==> src/common/fpc_pkg.sv <==
// Constants, symbol codes and carrier types of the 100 Mb/s coding sublayer
// Function
// - Symbol coding only in 100 Mb/s mode
// - Data nibbles map to fixed 5-bit groups
// - Start delimiter is J 11000 then K 10001
// - End delimiter is T 01101 then R 00111
// - Idle 11111, error 00100, no data meaning
// - Invalid received group sets receive error
// - Idle receiver waits for a zero bit
// - Frame on J at first zeros, assert carrier
// - Next symbol must be K before decoding
// - Unconfirmed JK gives false carrier, back idle
// - Half duplex: collision while sending and receiving
// - Full duplex: collision never asserted
// - Symbols serialised and deserialised on framed boundary
// - First two transmit nibbles replaced by J K
// - Append T R after last transmit nibble
// - Received J K become two 0101 nibbles
// - Received T R never reach the MAC
package fpc_pkg;

    // ------------------------------------------------------------------
    // Register map (byte addresses) and fields
    // ------------------------------------------------------------------
    localparam logic [3:0] ADDR_CTRL   = 4'h0;
    localparam logic [3:0] ADDR_STATUS = 4'h4;
    localparam logic [3:0] ADDR_IRQ    = 4'h8;
    localparam logic [3:0] ADDR_MASK   = 4'hC;

    localparam int CTRL_MODE100 = 0;
    localparam int CTRL_FDX     = 1;
    localparam logic [1:0] CTRL_RESET = 2'h1;

    localparam int IRQ_W        = 4;
    localparam int IRQ_RX_ERR   = 0;
    localparam int IRQ_FALSE_CS = 1;
    localparam int IRQ_RX_DONE  = 2;
    localparam int IRQ_TX_DONE  = 3;

    localparam int ST_CARRIER = 0;
    localparam int ST_TX_ACT  = 1;
    localparam int ST_COL     = 2;

    // ------------------------------------------------------------------
    // Symbol codes, bit 4 goes on the line first
    // ------------------------------------------------------------------
    localparam logic [4:0] SYM_I = 5'h1F;
    localparam logic [4:0] SYM_J = 5'h18;
    localparam logic [4:0] SYM_K = 5'h11;
    localparam logic [4:0] SYM_T = 5'h0D;
    localparam logic [4:0] SYM_R = 5'h07;
    localparam logic [4:0] SYM_H = 5'h04;
    localparam logic [3:0] NIB_PREAMBLE = 4'h5;
    localparam logic [2:0] SYM_BITS  = 3'h5;
    localparam logic [2:0] J_ZERO_AT = 3'h3;

    localparam logic [4:0] ENC_TBL [16] = '{
        5'h1E, 5'h09, 5'h14, 5'h15, 5'h0A, 5'h0B, 5'h0E, 5'h0F,
        5'h12, 5'h13, 5'h16, 5'h17, 5'h1A, 5'h1B, 5'h1C, 5'h1D
    };

    // ------------------------------------------------------------------
    // Carriers
    // ------------------------------------------------------------------
    typedef struct packed {
        logic       valid;
        logic       last;
        logic [3:0] nib;
    } fpc_tx_t;

    typedef struct packed {
        logic       dv;
        logic       er;
        logic       stb;
        logic [3:0] nib;
    } fpc_rx_t;

endpackage : fpc_pkg

==> src/rtl/fpc_pcs.sv <==
// 100 Mb/s coding sublayer: 4B/5B coding, delimiters, framer, AHB-Lite registers
//
// The AHB-Lite slave port and the register offsets were left to the implementer.
`timescale 1ns/1ns
module fpc_pcs
    import fpc_pkg::*;
(
    input  wire logic        clk,
    input  wire logic        rst,
    // AHB-Lite slave
    input  wire logic        hsel,
    input  wire logic [31:0] haddr,
    input  wire logic [1:0]  htrans,
    input  wire logic        hwrite,
    input  wire logic [2:0]  hsize,
    input  wire logic [31:0] hwdata,
    input  wire logic        hready,
    output logic             hreadyout,
    output logic             hresp,
    output logic [31:0]      hrdata,
    output logic             irq,
    // MAC side
    input  wire fpc_tx_t     mac_tx,
    output logic             mac_tx_ready,
    output fpc_rx_t          mac_rx,
    output logic             mac_col,
    output logic             mac_crs,
    // Serial side, bit clock and data from outside
    input  wire logic        ser_clk,
    input  wire logic        ser_rx_bit,
    output logic             ser_tx_bit
);

    // ------------------------------------------------------------------
    // Code lookup
    // ------------------------------------------------------------------
    function automatic logic [4:0] dec5(input logic [4:0] s);
        logic [4:0] r;
        r = 5'h00;
        for (int i = 0; i < 16; i++) begin
            if (ENC_TBL[i] == s) begin
                r = {1'b1, 4'(i)};
            end
        end
        return r;
    endfunction : dec5

    // ------------------------------------------------------------------
    // Registers on the bus
    // ------------------------------------------------------------------
    logic [1:0]       ctrl_r;
    logic [IRQ_W-1:0] irq_stat_r;
    logic [IRQ_W-1:0] irq_mask_r;
    logic [IRQ_W-1:0] irq_ev;
    logic [3:0]       dp_addr_r;
    logic             dp_wr_r;
    logic [31:0]      hrdata_r;

    wire        ap_valid  = hsel & hready & htrans[1];
    wire        ap_read   = ap_valid & ~hwrite;
    wire [3:0]  ap_addr   = haddr[3:0];
    wire        wr_ctrl   = dp_wr_r & (dp_addr_r == ADDR_CTRL);
    wire        wr_mask   = dp_wr_r & (dp_addr_r == ADDR_MASK);
    wire        rd_irq    = ap_read & (ap_addr == ADDR_IRQ);
    wire        mode100   = ctrl_r[CTRL_MODE100];
    wire        fdx       = ctrl_r[CTRL_FDX];

    logic       carrier_r;
    logic       tx_act;
    logic       col_r;

    logic [31:0] rd_mux;
    always_comb begin
        rd_mux = 32'h0000_0000;
        unique case (ap_addr)
            ADDR_CTRL:   rd_mux[1:0] = ctrl_r;
            ADDR_STATUS: begin
                rd_mux[ST_CARRIER] = carrier_r;
                rd_mux[ST_TX_ACT]  = tx_act;
                rd_mux[ST_COL]     = col_r;
            end
            ADDR_IRQ:    rd_mux[IRQ_W-1:0] = irq_stat_r;
            ADDR_MASK:   rd_mux[IRQ_W-1:0] = irq_mask_r;
            default:     rd_mux = 32'h0000_0000;
        endcase
    end

    // Zero wait states: read data is latched in the address phase
    assign hreadyout = 1'b1;
    assign hresp     = 1'b0;
    assign hrdata    = hrdata_r;
    assign irq       = |(irq_stat_r & irq_mask_r);

    // A read of the status clears it, but an event in the same cycle survives
    wire [IRQ_W-1:0] irq_nxt = (irq_stat_r & ~{IRQ_W{rd_irq}}) | irq_ev;

    always_ff @(posedge clk) begin
        if (rst) begin
            ctrl_r     <= CTRL_RESET;
            irq_stat_r <= '0;
            irq_mask_r <= '0;
            dp_addr_r  <= 4'h0;
            dp_wr_r    <= 1'b0;
            hrdata_r   <= 32'h0000_0000;
        end else begin
            dp_addr_r  <= ap_addr;
            dp_wr_r    <= ap_valid & hwrite;
            if (ap_read) begin
                hrdata_r <= rd_mux;
            end
            if (wr_ctrl) begin
                ctrl_r <= hwdata[1:0];
            end
            if (wr_mask) begin
                irq_mask_r <= hwdata[IRQ_W-1:0];
            end
            irq_stat_r <= irq_nxt;
        end
    end

    // ------------------------------------------------------------------
    // Serial clock and data synchronisers, edge detection
    // ------------------------------------------------------------------
    logic [1:0] sck_sync_r;
    logic [1:0] rxb_sync_r;
    logic       sck_prev_r;

    always_ff @(posedge clk) begin
        if (rst) begin
            sck_sync_r <= 2'b00;
            rxb_sync_r <= 2'b11;
            sck_prev_r <= 1'b0;
        end else begin
            sck_sync_r <= {sck_sync_r[0], ser_clk};
            rxb_sync_r <= {rxb_sync_r[0], ser_rx_bit};
            sck_prev_r <= sck_sync_r[1];
        end
    end

    wire sck_rise = sck_sync_r[1] & ~sck_prev_r;
    wire sck_fall = ~sck_sync_r[1] & sck_prev_r;
    wire rx_bit   = rxb_sync_r[1];

    // ------------------------------------------------------------------
    // Transmit: symbol sequencer and serialiser
    // ------------------------------------------------------------------
    typedef enum logic [2:0] {TX_IDLE, TX_K, TX_DATA, TX_T, TX_R} fpc_txs_t;

    fpc_txs_t   txs_r;
    fpc_txs_t   txs_nxt;
    logic [4:0] tx_sh_r;
    logic [2:0] tx_cnt_r;
    logic [4:0] tx_sym;
    logic       tx_take;
    logic       tx_done_ev;

    // A new symbol is loaded on the falling edge that ends the old one
    wire tx_load = sck_fall & (tx_cnt_r == SYM_BITS - 3'h1);

    always_comb begin
        txs_nxt    = txs_r;
        tx_sym     = SYM_I;
        tx_take    = 1'b0;
        tx_done_ev = 1'b0;
        unique case (txs_r)
            TX_IDLE: if (mac_tx.valid & mode100) begin
                tx_sym  = SYM_J;
                tx_take = 1'b1;
                txs_nxt = TX_K;
            end
            TX_K: begin
                tx_sym  = SYM_K;
                tx_take = mac_tx.valid;
                txs_nxt = mac_tx.last ? TX_T : TX_DATA;
            end
            TX_DATA: if (mac_tx.valid) begin
                tx_sym  = ENC_TBL[mac_tx.nib];
                tx_take = 1'b1;
                txs_nxt = mac_tx.last ? TX_T : TX_DATA;
            end else begin
                // Underrun closes the frame rather than sending garbage
                tx_sym  = SYM_T;
                txs_nxt = TX_R;
            end
            TX_T: begin
                tx_sym  = SYM_T;
                txs_nxt = TX_R;
            end
            TX_R: begin
                tx_sym     = SYM_R;
                tx_done_ev = 1'b1;
                txs_nxt    = TX_IDLE;
            end
        endcase
    end

    assign mac_tx_ready = tx_load & tx_take;
    assign tx_act       = (txs_r != TX_IDLE);

    always_ff @(posedge clk) begin
        if (rst) begin
            txs_r    <= TX_IDLE;
            tx_sh_r  <= SYM_I;
            tx_cnt_r <= 3'h0;
        end else if (sck_fall) begin
            if (tx_load) begin
                txs_r    <= txs_nxt;
                tx_sh_r  <= tx_sym;
                tx_cnt_r <= 3'h0;
            end else begin
                tx_sh_r  <= {tx_sh_r[3:0], 1'b1};
                tx_cnt_r <= tx_cnt_r + 3'h1;
            end
        end
    end

    assign ser_tx_bit = tx_sh_r[4];

    // ------------------------------------------------------------------
    // Receive: carrier detector, framer and decoder
    // ------------------------------------------------------------------
    typedef enum logic [2:0] {RX_IDLE, RX_J, RX_K, RX_DATA, RX_R} fpc_rxs_t;

    fpc_rxs_t   rxs_r;
    logic [4:0] rx_sh_r;
    logic [2:0] rx_cnt_r;
    logic       pre_pend_r;
    fpc_rx_t    rx_r;

    wire [4:0] rx_sym   = {rx_sh_r[3:0], rx_bit};
    wire       sym_end  = sck_rise & (rx_cnt_r == SYM_BITS - 3'h1);
    wire [4:0] dec      = dec5(rx_sym);
    wire       sym_ctl  = (rx_sym == SYM_T) | (rx_sym == SYM_I);
    wire       in_idle  = (rxs_r == RX_IDLE);
    wire       j_seen   = sym_end & (rxs_r == RX_J);
    wire       k_seen   = sym_end & (rxs_r == RX_K);
    wire       d_seen   = sym_end & (rxs_r == RX_DATA);
    wire       r_seen   = sym_end & (rxs_r == RX_R);
    wire       j_ok     = j_seen & (rx_sym == SYM_J);
    wire       k_ok     = k_seen & (rx_sym == SYM_K);
    wire       false_cs = (j_seen & ~j_ok) | (k_seen & ~k_ok);
    wire       d_bad    = d_seen & ~dec[4] & ~sym_ctl;
    wire       d_end    = d_seen & sym_ctl;
    // A missing R after T is reported as a receive error too
    wire       r_bad    = r_seen & (rx_sym != SYM_R);
    wire       frame_end = d_end | r_seen;

    assign irq_ev[IRQ_RX_ERR]   = d_bad | r_bad;
    assign irq_ev[IRQ_FALSE_CS] = false_cs;
    assign irq_ev[IRQ_RX_DONE]  = r_seen;
    assign irq_ev[IRQ_TX_DONE]  = tx_load & tx_done_ev;

    always_ff @(posedge clk) begin
        if (rst | ~mode100) begin
            rxs_r    <= RX_IDLE;
            rx_sh_r  <= SYM_I;
            rx_cnt_r <= 3'h0;
        end else if (sck_rise) begin
            rx_sh_r  <= rx_sym;
            rx_cnt_r <= sym_end ? 3'h0 : rx_cnt_r + 3'h1;
            unique case (rxs_r)
                RX_IDLE: if (~rx_bit) begin
                    // Two leading ones plus this zero already belong to J
                    rxs_r    <= RX_J;
                    rx_cnt_r <= J_ZERO_AT;
                end
                RX_J:    if (sym_end) begin
                    rxs_r <= j_ok ? RX_K : RX_IDLE;
                end
                RX_K:    if (sym_end) begin
                    rxs_r <= k_ok ? RX_DATA : RX_IDLE;
                end
                RX_DATA: if (sym_end) begin
                    if (rx_sym == SYM_T) begin
                        rxs_r <= RX_R;
                    end else if (rx_sym == SYM_I) begin
                        rxs_r <= RX_IDLE;
                    end
                end
                RX_R:    if (sym_end) begin
                    rxs_r <= RX_IDLE;
                end
            endcase
        end
    end

    // Nibble output: J K become two preamble nibbles, T R produce none
    // The second preamble nibble follows the first on the next clock, long
    // before the next symbol can end, so the two strobes never collide.
    always_ff @(posedge clk) begin
        if (rst) begin
            rx_r       <= '0;
            pre_pend_r <= 1'b0;
            carrier_r  <= 1'b0;
        end else begin
            rx_r.stb   <= 1'b0;
            pre_pend_r <= 1'b0;
            if (j_ok) begin
                carrier_r <= 1'b1;
            end else if (false_cs | frame_end | ~mode100) begin
                carrier_r <= 1'b0;
            end
            if (k_ok | pre_pend_r) begin
                rx_r.stb   <= 1'b1;
                rx_r.dv    <= 1'b1;
                rx_r.er    <= 1'b0;
                rx_r.nib   <= NIB_PREAMBLE;
                pre_pend_r <= k_ok;
            end else if (d_seen & ~sym_ctl) begin
                rx_r.stb <= 1'b1;
                rx_r.er  <= d_bad;
                rx_r.nib <= dec[3:0];
            end else if (frame_end | false_cs | ~mode100) begin
                rx_r.dv  <= 1'b0;
                rx_r.er  <= 1'b0;
            end
        end
    end

    assign mac_rx  = rx_r;
    assign mac_crs = carrier_r;

    // ------------------------------------------------------------------
    // Collision
    // ------------------------------------------------------------------
    // Carrier stands for the whole received frame, from J to the closing
    // symbol, and tx_act from J to T, so their overlap is the time both
    // directions are busy. The flag is registered one clock late; that
    // costs nothing against a frame many hundred clocks long and keeps
    // the output free of glitches from the state decode.
    // Full duplex masks it outright, whatever the traffic.
    always_ff @(posedge clk) begin
        if (rst) begin
            col_r <= 1'b0;
        end else begin
            col_r <= ~fdx & tx_act & carrier_r;
        end
    end

    assign mac_col = col_r;

endmodule : fpc_pcs

==> config.mk <==
export PLATFORM = sky130hd
export DESIGN_NAME = fpc_pcs
export DESIGN_NICKNAME = d
export VERILOG_FILES = /design/src/common/fpc_pkg.sv /design/src/rtl/fpc_pcs.sv
export SDC_FILE = /design/constraint.sdc
export NUM_CORES = 1
export LEC_CHECK = 0
export BUFFER_PORTS_ARGS = -buffer_cell sky130_fd_sc_hd__buf_2
export CORE_UTILIZATION = 40
export DETAILED_ROUTE_END_ITERATION = 6
export GPL_ROUTABILITY_DRIVEN = 0
export PLACE_DENSITY = 0.67
export SLEW_MARGIN = 15
export SYNTH_ARGS = -nofsm -noshare
export SYNTH_HDL_FRONTEND = slang
export SYNTH_SLANG_ARGS = --single-unit
export TNS_END_PERCENT = 20
==> constraint.sdc <==
create_clock -name clk -period 5.4 [get_ports clk]
set_clock_uncertainty 0.1 [all_clocks]
set_input_delay 0 -clock clk [delete_from_list [all_inputs] [get_ports clk]]
set_output_delay 0 -clock clk [all_outputs]
set_load 0.01 [all_outputs]
# Word level (Yosys, flattened, before mapping)
# Memory sizes are Yosys's and may differ from the RTL's.
# Index checks and enable logic that the tools add are counted.
[word_totals]
n_memories = 1
inputBits = 82
ram_bits = 0
word_cells = 191
mem_bits_ro = 80
latchBits = 0
regBits = 55
output_inout_bits = 46
[mem_list]
columns = ["memory", "words", "width", "read_ports", "rd_clocked_by_memory_dff", "wr", "line_no", "source"]
rows = [
  ["(name not given)", 16, 5, 1, 0, 0, "fpc_pcs.sv:177", "tx_sym = ENC_TBL[mac_tx.nib];"],
]
[op_classes]
div_mod_pow = 0
magnitude_cmp = 1
n_reduce_logical = 15
n_mux = 54
multipliers = 0
n_eq_ne = 43
n_shift = 0
add_sub_neg = 2
bitwise_logic = 52
[ops]
columns = ["operator", "count"]
rows = [
  ["$mux 5", 21],
  ["$eq 5x5->1 const A", 11],
  ["$mux 3", 14],
  ["$pmux 3 s5", 2],
  ["$and 1x1->1", 29],
  ["$eq 4x5->1 const A", 5],
  ["$pmux 5 s5", 1],
  ["$eq 5x5->1 const B", 3],
  ["$ne 2x2->1 const B", 7],
  ["$eq 3x2->1 const B", 4],
  ["$eq 3x3->1 const B", 4],
  ["$eq 4x4->1 const B", 3],
  ["$not 1->1", 10],
  ["$and 4x4->4", 2],
  ["$logic_not 4->1", 2],
  ["$mux 1", 8],
  ["$or 1x1->1", 8],
  ["$pmux 2 s4", 1],
  ["$reduce_bool 2->1", 4],
  ["$mux 7", 1],
  ["$reduce_and 7->1", 1],
  ["$add 3x1->3 const B", 2],
  ["$eq 3x1->1 const B", 2],
  ["$logic_not 3->1", 2],
  ["16 further kinds", 20],
]

# Logic depth before layout (Yosys ltp)
# Gate-level depths: netlist (run 1).
[logic_depth]
ltp_word = 22
ltp_mapped = 7
mapped_depth_nobuf = 7

# Worst setup path before layout (run 1)
# Ideal clock, no wire load.
[synth_path]
path_type = "register to register"
startpoint = "reg rx_cnt_r[0]"
endpoint = "reg rxs_r[0]"
setup_time_ns = 0.103
setup_slack_ns = 3.523
arrival_ns = 1.673
required_time_ns = 5.197
n_path_buf = 0
period_less_slack_ns = 1.877
stages_incl_launch_ff = 8
cell_sequence = "dfxtp_1 -> inv_1 -> ha_1 -> and4b_4 -> a2111oi_4 -> or3_4 -> nor3_2 -> a2111oi_2"
[synth_via]
elab_chain_cells = 7
word_cells_on_any_way = 12
cone_classes = "eq/ne (5); mux (3); bitwise (3); reduce/logical (1)"
[synth_lines]
columns = ["element", "line_no", "source"]
rows = [
  ["start, declared", "fpc_pcs.sv:226", "logic [2:0] rx_cnt_r;"],
  ["start signal, assigned", "fpc_pcs.sv:260", "rx_cnt_r <= sym_end ? 3'h0 : rx_cnt_r + 3'h1;"],
  ["$eq 3x3->1 *", "fpc_pcs.sv:231", "wire sym_end = sck_rise & (rx_cnt_r == SYM_BITS - 3'h1);"],
  ["$and 1x1->1 *", "fpc_pcs.sv:231", ""],
  ["$and 1x1->1", "fpc_pcs.sv:236", "wire k_seen = sym_end & (rxs_r == RX_K);"],
  ["$and 1x1->1", "fpc_pcs.sv:240", "wire k_ok = k_seen & (rx_sym == SYM_K);"],
  ["$mux 2", "fpc_pcs.sv:271", "rxs_r <= k_ok ? RX_DATA : RX_IDLE;"],
  ["$mux 3", "fpc_pcs.sv:270", "RX_K: if (sym_end) begin"],
  ["$pmux 3 s5", "fpc_pcs.sv:261", "unique case (rxs_r)"],
  ["end signal, assigned", "fpc_pcs.sv:268", "rxs_r <= j_ok ? RX_K : RX_IDLE;"],
  ["end signal, assigned", "fpc_pcs.sv:271", ""],
  ["end, declared", "fpc_pcs.sv:224", "fpc_rxs_t rxs_r;"],
]
# Every way passes the cells marked *; elsewhere a longest branch is shown, timed or not. The select of a mux whose other input is x is not followed.
# A chain may end at the register's enable or synchronous reset.

# Worst setup path in the final report (run 1)
[layout_path]
startpoint = "reg rx_cnt_r[0]"
endpoint = "reg rx_r (netlist bit mac_rx[6])"
[layout_via]
elab_chain_cells = 11
word_cells_on_any_way = 23
cone_classes = "eq/ne (2); mux (1); bitwise (18); reduce/logical (2)"
[layout_lines]
columns = ["element", "line_no", "source"]
rows = [
  ["$eq 3x3->1 *", "fpc_pcs.sv:231", ""],
  ["$and 1x1->1 *", "fpc_pcs.sv:231", ""],
  ["$and 1x1->1, on equally long branches", "fpc_pcs.sv:235, fpc_pcs.sv:236", ""],
  ["$and 1x1->1, on equally long branches", "fpc_pcs.sv:239, fpc_pcs.sv:240", ""],
  ["$not 1->1", "fpc_pcs.sv:241", "wire false_cs = (j_seen & ~j_ok) | (k_seen & ~k_ok);"],
  ["$and 1x1->1", "fpc_pcs.sv:241", ""],
  ["$or 1x1->1", "fpc_pcs.sv:241", ""],
  ["$or 1x1->1 (2 in a row)", "fpc_pcs.sv:313", "end else if (frame_end | false_cs | ~mode100) begin"],
  ["$reduce_bool 2->1 (no source line)", "--", ""],
  ["$reduce_and 2->1 (no source line)", "--", ""],
  ["end, declared", "fpc_pcs.sv:228", "fpc_rx_t rx_r;"],
]
# Every way passes the cells marked *; elsewhere a longest branch is shown, timed or not.

==> results of run 1 <==
## cell type report
cell class / count / area share [%]
Clock buffer: 5 / 2.082
Clock inverter: 3 / 0.7570
Inverter: 11 / 1.249
Multi-Input combinational cell: 272 / 49.02
Sequential cell: 55 / 33.31
Tap cell: 99 / 3.747
Timing Repair Buffer: 51 / 9.841
## per-stage QoR
step                cells  total power, mW
floorplan             392           0.4942
global route          496           0.7652
finish                496           0.7297
CTS                   496           0.7383
detailed placement    474           0.4945
global placement      474           0.4928
## state kept, by name (all words and copies together) (netlist names)
name	count
ctrl_r	2
dp_addr_r	4
dp_wr_r	1
hrdata	4
irq_mask_r	4
irq_stat_r	4
mac_col	1
mac_crs	1
mac_rx	7
pre_pend_r	1
rx_cnt_r	3
rx_sh_r	4
rxb_sync_r	2
rxs_r	3
sck_prev_r	1
sck_sync_r	2
tx_cnt_r	3
tx_sh_r	5
txs_r	3
## power by group
part,internal [mW],switching [mW]
logic,0.0302,0.0422
registers,0.413,0.00848
clock network,0.0948,0.141
## cells in the final DEF, fill, tap and decap left out, types with 11 or more instances in the layout
| master | n |
|---|---|
| nor2b_1 | 12 |
| dfxtp_1 | 55 |
| nor3_1 | 15 |
| a21oi_1 | 21 |
| conb_1 | 30 |
| dlygate4sd3_1 | 14 |
| o21ai_0 | 12 |
| inv_1 | 11 |
| nand2_1 | 32 |
| buf_2 | 37 |
| nand3_1 | 18 |
| nor2_1 | 31 |
## cells by family (layout without fill, tap and decap cells)
| group | count (synthesis) | in the layout |
|---|---|---|
| AND/OR/NAND/NOR | 149 | 149 |
| flip-flops | 55 | 55 |
| AO/OA/AOI/OAI | 73 | 73 |
| XOR/XNOR | 6 | 6 |
| adder cells (fa/ha/maj) | 5 | 5 |
| buffers and inverters | 65 | 70 |
| multiplexers | 9 | 9 |
| other | 2 | 30 |
## routing by layer
metal / wire length, µm / track usage [%] / vias to the layer above
met4: 111 / 6.782 / 0
met2: 2853 / 26.64 / 69
met1: 2946 / 20.83 / 1181
met3: 273 / 2.770 / 8
met5: 0 / 0 / -
li1: - / - / 1281
## path summary, 6_finish.rpt
kind                         to          start
hold reg to reg   rxb_sync_r[1]  rxb_sync_r[0]
setup reg to reg      mac_rx[6]    rx_cnt_r[0]
hold / removal        hrdata[3]         hwrite
setup / recovery      mac_rx[6]    rx_cnt_r[0]
## worst max-delay path: cells and delay by family, from the launching register on
kind                       cells  cell delay, ns
AOI/OAI and AO/OA              2            0.67
adders and majority gates      1            0.25
buffers and inverters          1            0.07
DFF                            1            0.38
and+or+nand+nor                3            0.53
## timing repair
| action | CTS | global route |
|---|---|---|
| resized for setup | 0 | 0 |
| hold endpoints to repair | 17 | 0 |
| setup endpoints to repair | 0 | 0 |
| hold buffers | 14 | 0 |
==> summary.txt, run 1 <==
grt ovf -> 0
first-pass GRT wire length -> 9963 µm
Max Clk Rate -> 483.5 MHz
P_leak -> 1.314 nW
Worst-Margin Slew -> 0.7826 ns
drt first pass iters -> 4
share of cells above drive strength 1 -> 15.62%
Final Hold Fails -> 0
hold path depth -> 4
largest area contributor in the netlist -> dfxtp_1
Setup Fix Bufs, Post-CTS -> 0
Placeable Area -> 7292 µm²
Pins Over Slew Limit -> 0
simple-gate share of the synthesized area -> 25.69%
RSZ-0062 raised after global routing -> no
flop-to-flop setup slack -> 3.33 ns
IO Pins -> 128
share of the yosys chip area belonging to registers -> 36.41%
Die Wd -> 88.95 µm
Hold Slack -> 0.01150 ns
Die Y -> 88.95 µm
number of synthesized flops with an enable pin -> 0
outcome -> finished clean
Starting Density -> 41.47%
GR Util All Layers -> 16.10%
clock root buffer -> clkbuf_8
area occupied by multi-input gates -> 1620 µm²
Final Util -> 45.33%
period utilization -> 38.30%
HPWL after DPL -> 4285 µm
largest net degree at the start of global routing -> 46
Mapped Cells -> 364
slowest library cell on the worst path -> dfxtp_1
Crit path largest cell delay -> 0.38 ns
Mapped Area -> 3024 µm²
Post-Synth Adder-Cell Area -> 1.986%
crit end category -> register
Setup Total Neg Slack -> 0 ns
Final ANT Viol Nets -> 0
Synth Warn # -> 0
number of global-route vias before repair -> 2188
R2R cell count -> 7
syn avg cell area -> 8.308 µm²
critical-path maximum fanout -> 4
Final #Nets -> 482
vias per inst -> 5.119
Cell Chain, Critical Path -> inv_1, ha_1, nand4b_1, nor2_1, a32oi_1, nand4_1, a221oi_1
combinational family with the most area after synthesis -> simple AND/OR/NAND/NOR gates
P per Cell Area -> 220.7 nW/µm²
Worst slew margin -> 47.83%
Worst-path clk slew -> 0.11 ns
Initial DRC Count -> 153
Sequential Area -> 1101 µm²
Final Critical Period -> 2.068 ns
#FFs+latches synth -> 55
area grow syn2layout -> 9.309%
via count -> 2539
count of cell types in the netlist -> 60
DP Worst Slack -> 3.355 ns
Rows -> 31
critical path class -> reg -> reg
Max clock buf depth -> 2
Synth Area in Compound Gates -> 16.59%
mux cell area share after synthesis -> 3.848%
Peak VDD IR -> 0.1016 mV
# DRC -> 0
CP required -> 5.53 ns
Filler Cell Count -> 733
area share of the largest cell type after synthesis -> 36.41%
max-cap violation count -> 0
CP startpoint kind -> register
final WL -> 6185 µm
design area -> 3306 µm²
count leader, synth -> dfxtp_1
Final setup viols -> 0
post-synthesis xor/xnor area fraction -> 1.738%
HP Class -> in -> reg
Final WS setup -> 3.332 ns
Die Area -> 7912 µm²
Clock Sinks -> 55
CTS tree -> yes
top cells by count, synth -> dfxtp_1 (55), nand2_1 (32), buf_4 (31), nor2_1 (31), a21oi_1 (21)
I/O Buffers -> 37
number of diodes -> 0
initial antenna violation count -> 0
synth top area cells -> dfxtp_1 (36%), buf_4 (7.7%), nand2_1 (4.0%)
FFs w/ async S/R, synth -> 0%
clk_lat worst skew -> 0.31 ns
Cell Area, Placed -> 3072 µm²
detailed-route wire length per cell -> 12.47 µm
CP Data Arrival Time -> 2.19 ns
CTS Buf Count -> 5
H-tree lvl count -> 2
Top FF cell, synth -> dfxtp_1
(Power assumes the default switching activity.)
==> run 2: changes to the inputs <==
--- a/config.mk
+++ b/config.mk
@@ -9,7 +9,7 @@
 export CORE_UTILIZATION = 40
 export DETAILED_ROUTE_END_ITERATION = 6
 export GPL_ROUTABILITY_DRIVEN = 0
-export PLACE_DENSITY = 0.67
+export PLACE_DENSITY = 0.69
 export SLEW_MARGIN = 15
 export SYNTH_ARGS = -nofsm -noshare
 export SYNTH_HDL_FRONTEND = slang
==> constraint.sdc (replaced) <==
create_clock -name clk -period 1.84 [get_ports clk]
set_clock_uncertainty 0.1 [all_clocks]
set_input_delay 0 -clock clk [delete_from_list [all_inputs] [get_ports clk]]
set_output_delay 0 -clock clk [all_outputs]
set_load 0.01 [all_outputs]
==> run 2 against run 1 <==
The flow now finishes with violations (hold timing); non-clock buffer count is 25 higher; final area is 7.8% higher; total power rose to 3.0 times the previous value.
==> summary.txt, run 2 (same netlist as run 1, synthesis figures left out) <==
Final setup viols -> 0 (unchanged)
drt first pass iters -> 4 (unchanged)
number of diodes -> 0 (unchanged)
Worst-Margin Slew -> 0.4904 ns (-0.2921 ns)
Top Metal Used -> met4
Die Wd -> 88.95 µm (unchanged)
Starting Density -> 41.47% (unchanged)
RSZ-0062 raised after global routing -> yes
Rows -> 31 (unchanged)
met2 WL post-DR -> 2908 µm (+1.9%)
Placeable Area -> 7292 µm² (unchanged)
HP Class -> in -> reg
max reg flops -> 7 (unchanged)
detailed-route wire length per cell -> 11.97 µm (-4.0%)
outcome -> finished with violations
Final ANT Viol Nets -> 0 (unchanged)
Max clock buf depth -> 2 (unchanged)
crit end category -> register
Clock Sinks -> 55 (unchanged)
slowest library cell on the worst path -> or3_4
CP Buf/Inv Count -> 1 (unchanged)
failing checks -> hold timing
# DRC -> 0 (unchanged)
IO Pins -> 128 (unchanged)
WL met1 -> 3009 µm (+2.1%)
Die Area -> 7912 µm² (unchanged)
Peak VDD IR -> 0.2947 mV (+190%)
Final Hold Fails -> 2 (+2)
largest net degree at the start of global routing -> 25 (-46%)
I/O Buffers -> 37 (unchanged)
CP required -> 1.93 ns (-3.60 ns)
commonest non-fill, non-tap cell in the layout -> dfxtp_1
vias per inst -> 4.942 (-3.4%)
Crit path largest cell delay -> 0.43 ns (+0.05 ns)
Initial DRC Count -> 118 (-23%)
clk_lat worst skew -> 0.31 ns (about the same)
critical-path maximum fanout -> 4 (unchanged)
area grow syn2layout -> 17.79%
CP Data Arrival Time -> 1.91 ns (-0.28 ns)
CTS Buf Count -> 5 (unchanged)
GR Util All Layers -> 16.20% (+0.098 points)
max-cap violation count -> 0 (unchanged)
Pins Over Slew Limit -> 0 (unchanged)
via count -> 2575 (+1.4%)
HPWL after DPL -> 4472 µm (+4.4%)
H-tree lvl count -> 2 (unchanged)
total power -> 2.169 mW (+200%)
share of cells above drive strength 1 -> 23.70% (+8.1 points)
Filler Cell Count -> 693 (-5.5%)
Worst-path clk slew -> 0.11 ns (about the same)
Worst slew margin -> 66.79% (+19 points)
Die Y -> 88.95 µm (unchanged)
final WL -> 6235 µm (+0.81%)
Hold Slack -> -0.009430 ns (-0.02093 ns)
Crit path max-delay family -> simple AND/OR/NAND/NOR gates
CTS tree -> yes
met3 WL -> 200 µm (-27%)
P_leak -> 1.444 nW (+9.9%)
period utilization -> 98.72% (+60 points)
clock root buffer -> clkbuf_8
P per Cell Area -> 608.8 nW/µm² (+180%)
first-pass GRT wire length -> 10090 µm (+1.2%)
Final Util -> 48.85% (+3.5 points)
Cell Chain, Critical Path -> inv_2, ha_4, and4b_4, a2111oi_4, or3_4, o21ai_1, a31oi_1
number of global-route vias before repair -> 2251 (+2.9%)
Max Clk Rate -> 550.5 MHz (+14%)
CP startpoint kind -> register
initial antenna violation count -> 0 (unchanged)
most frequent cells in the layout -> dfxtp_1 (53), buf_2 (37), nand2_1 (31)
grt ovf -> 0 (unchanged)
Final #Nets -> 507 (+5.2%)
Final Critical Period -> 1.816 ns (-0.2519 ns)
critical path class -> reg -> reg
run 2: timing repair:
item | 4_1_cts | 5_1_grt
endpoints found under the setup margin | 3 | 15
hold buffers | 15 | 0
pin swaps | 4 | 8
resized for setup | 6 | 13
cloned | 0 | 0
endpoints found under the hold margin | 17 | 0
buffers inserted | 1 | 1
run 2: through the flow:
stage               area, µm²  TNS (ns)  worst slack [ns]  hold WS (ns)  instances
floorplan                3132         0           0.05445      0.003811        392
global placement         3239         0           0.02474       0.08281        496
CTS                      3508  -0.04349          -0.04349     0.0005828        520
detailed placement       3239  -0.06241          -0.05620       0.08577        496
finish                   3562         0           0.02362     -0.009430        521
global route             3562   -0.2809          -0.07026       0.01894        521
run 2: power breakdown:
part	total [mW]	switching [mW]	internal (mW)
combinational	0.241	0.136	0.106
sequential	1.23	0.0194	1.21
clock	0.697	0.414	0.283
run 2: final timing paths:
check / from / endpoint / slack (ns) / cells after the start
min: rst / irq_stat_r[3] / -0.009 / 2
max reg2reg: rx_cnt_r[1] / rxs_r[1] / 0.02 / 7
min reg2reg: rxb_sync_r[0] / rxb_sync_r[1] / 0.32 / 1
max: rx_cnt_r[1] / rxs_r[1] / 0.02 / 7
run 2: metal layers:
layer | vias up | GRT usage [%]
li1 | 1335 | -
met1 | 1162 | 21.74
met3 | 10 | 2.955
met5 | - | 0
met4 | 0 | 6.205
met2 | 68 | 26.01
run 2: cell type report:
| class | instances | area (µm²) | share of cell area, % |
|---|---|---|---|
| flip-flops and latches | 55 | 1104 | 30.98 |
| clock buffers | 5 | 68.82 | 1.932 |
| clock inverters | 3 | 27.53 | 0.7727 |
| repair buffers | 76 | 515.5 | 14.47 |
| well taps | 99 | 123.9 | 3.477 |
| inverters | 11 | 41.29 | 1.159 |
| multi-input cells | 272 | 1682 | 47.21 |
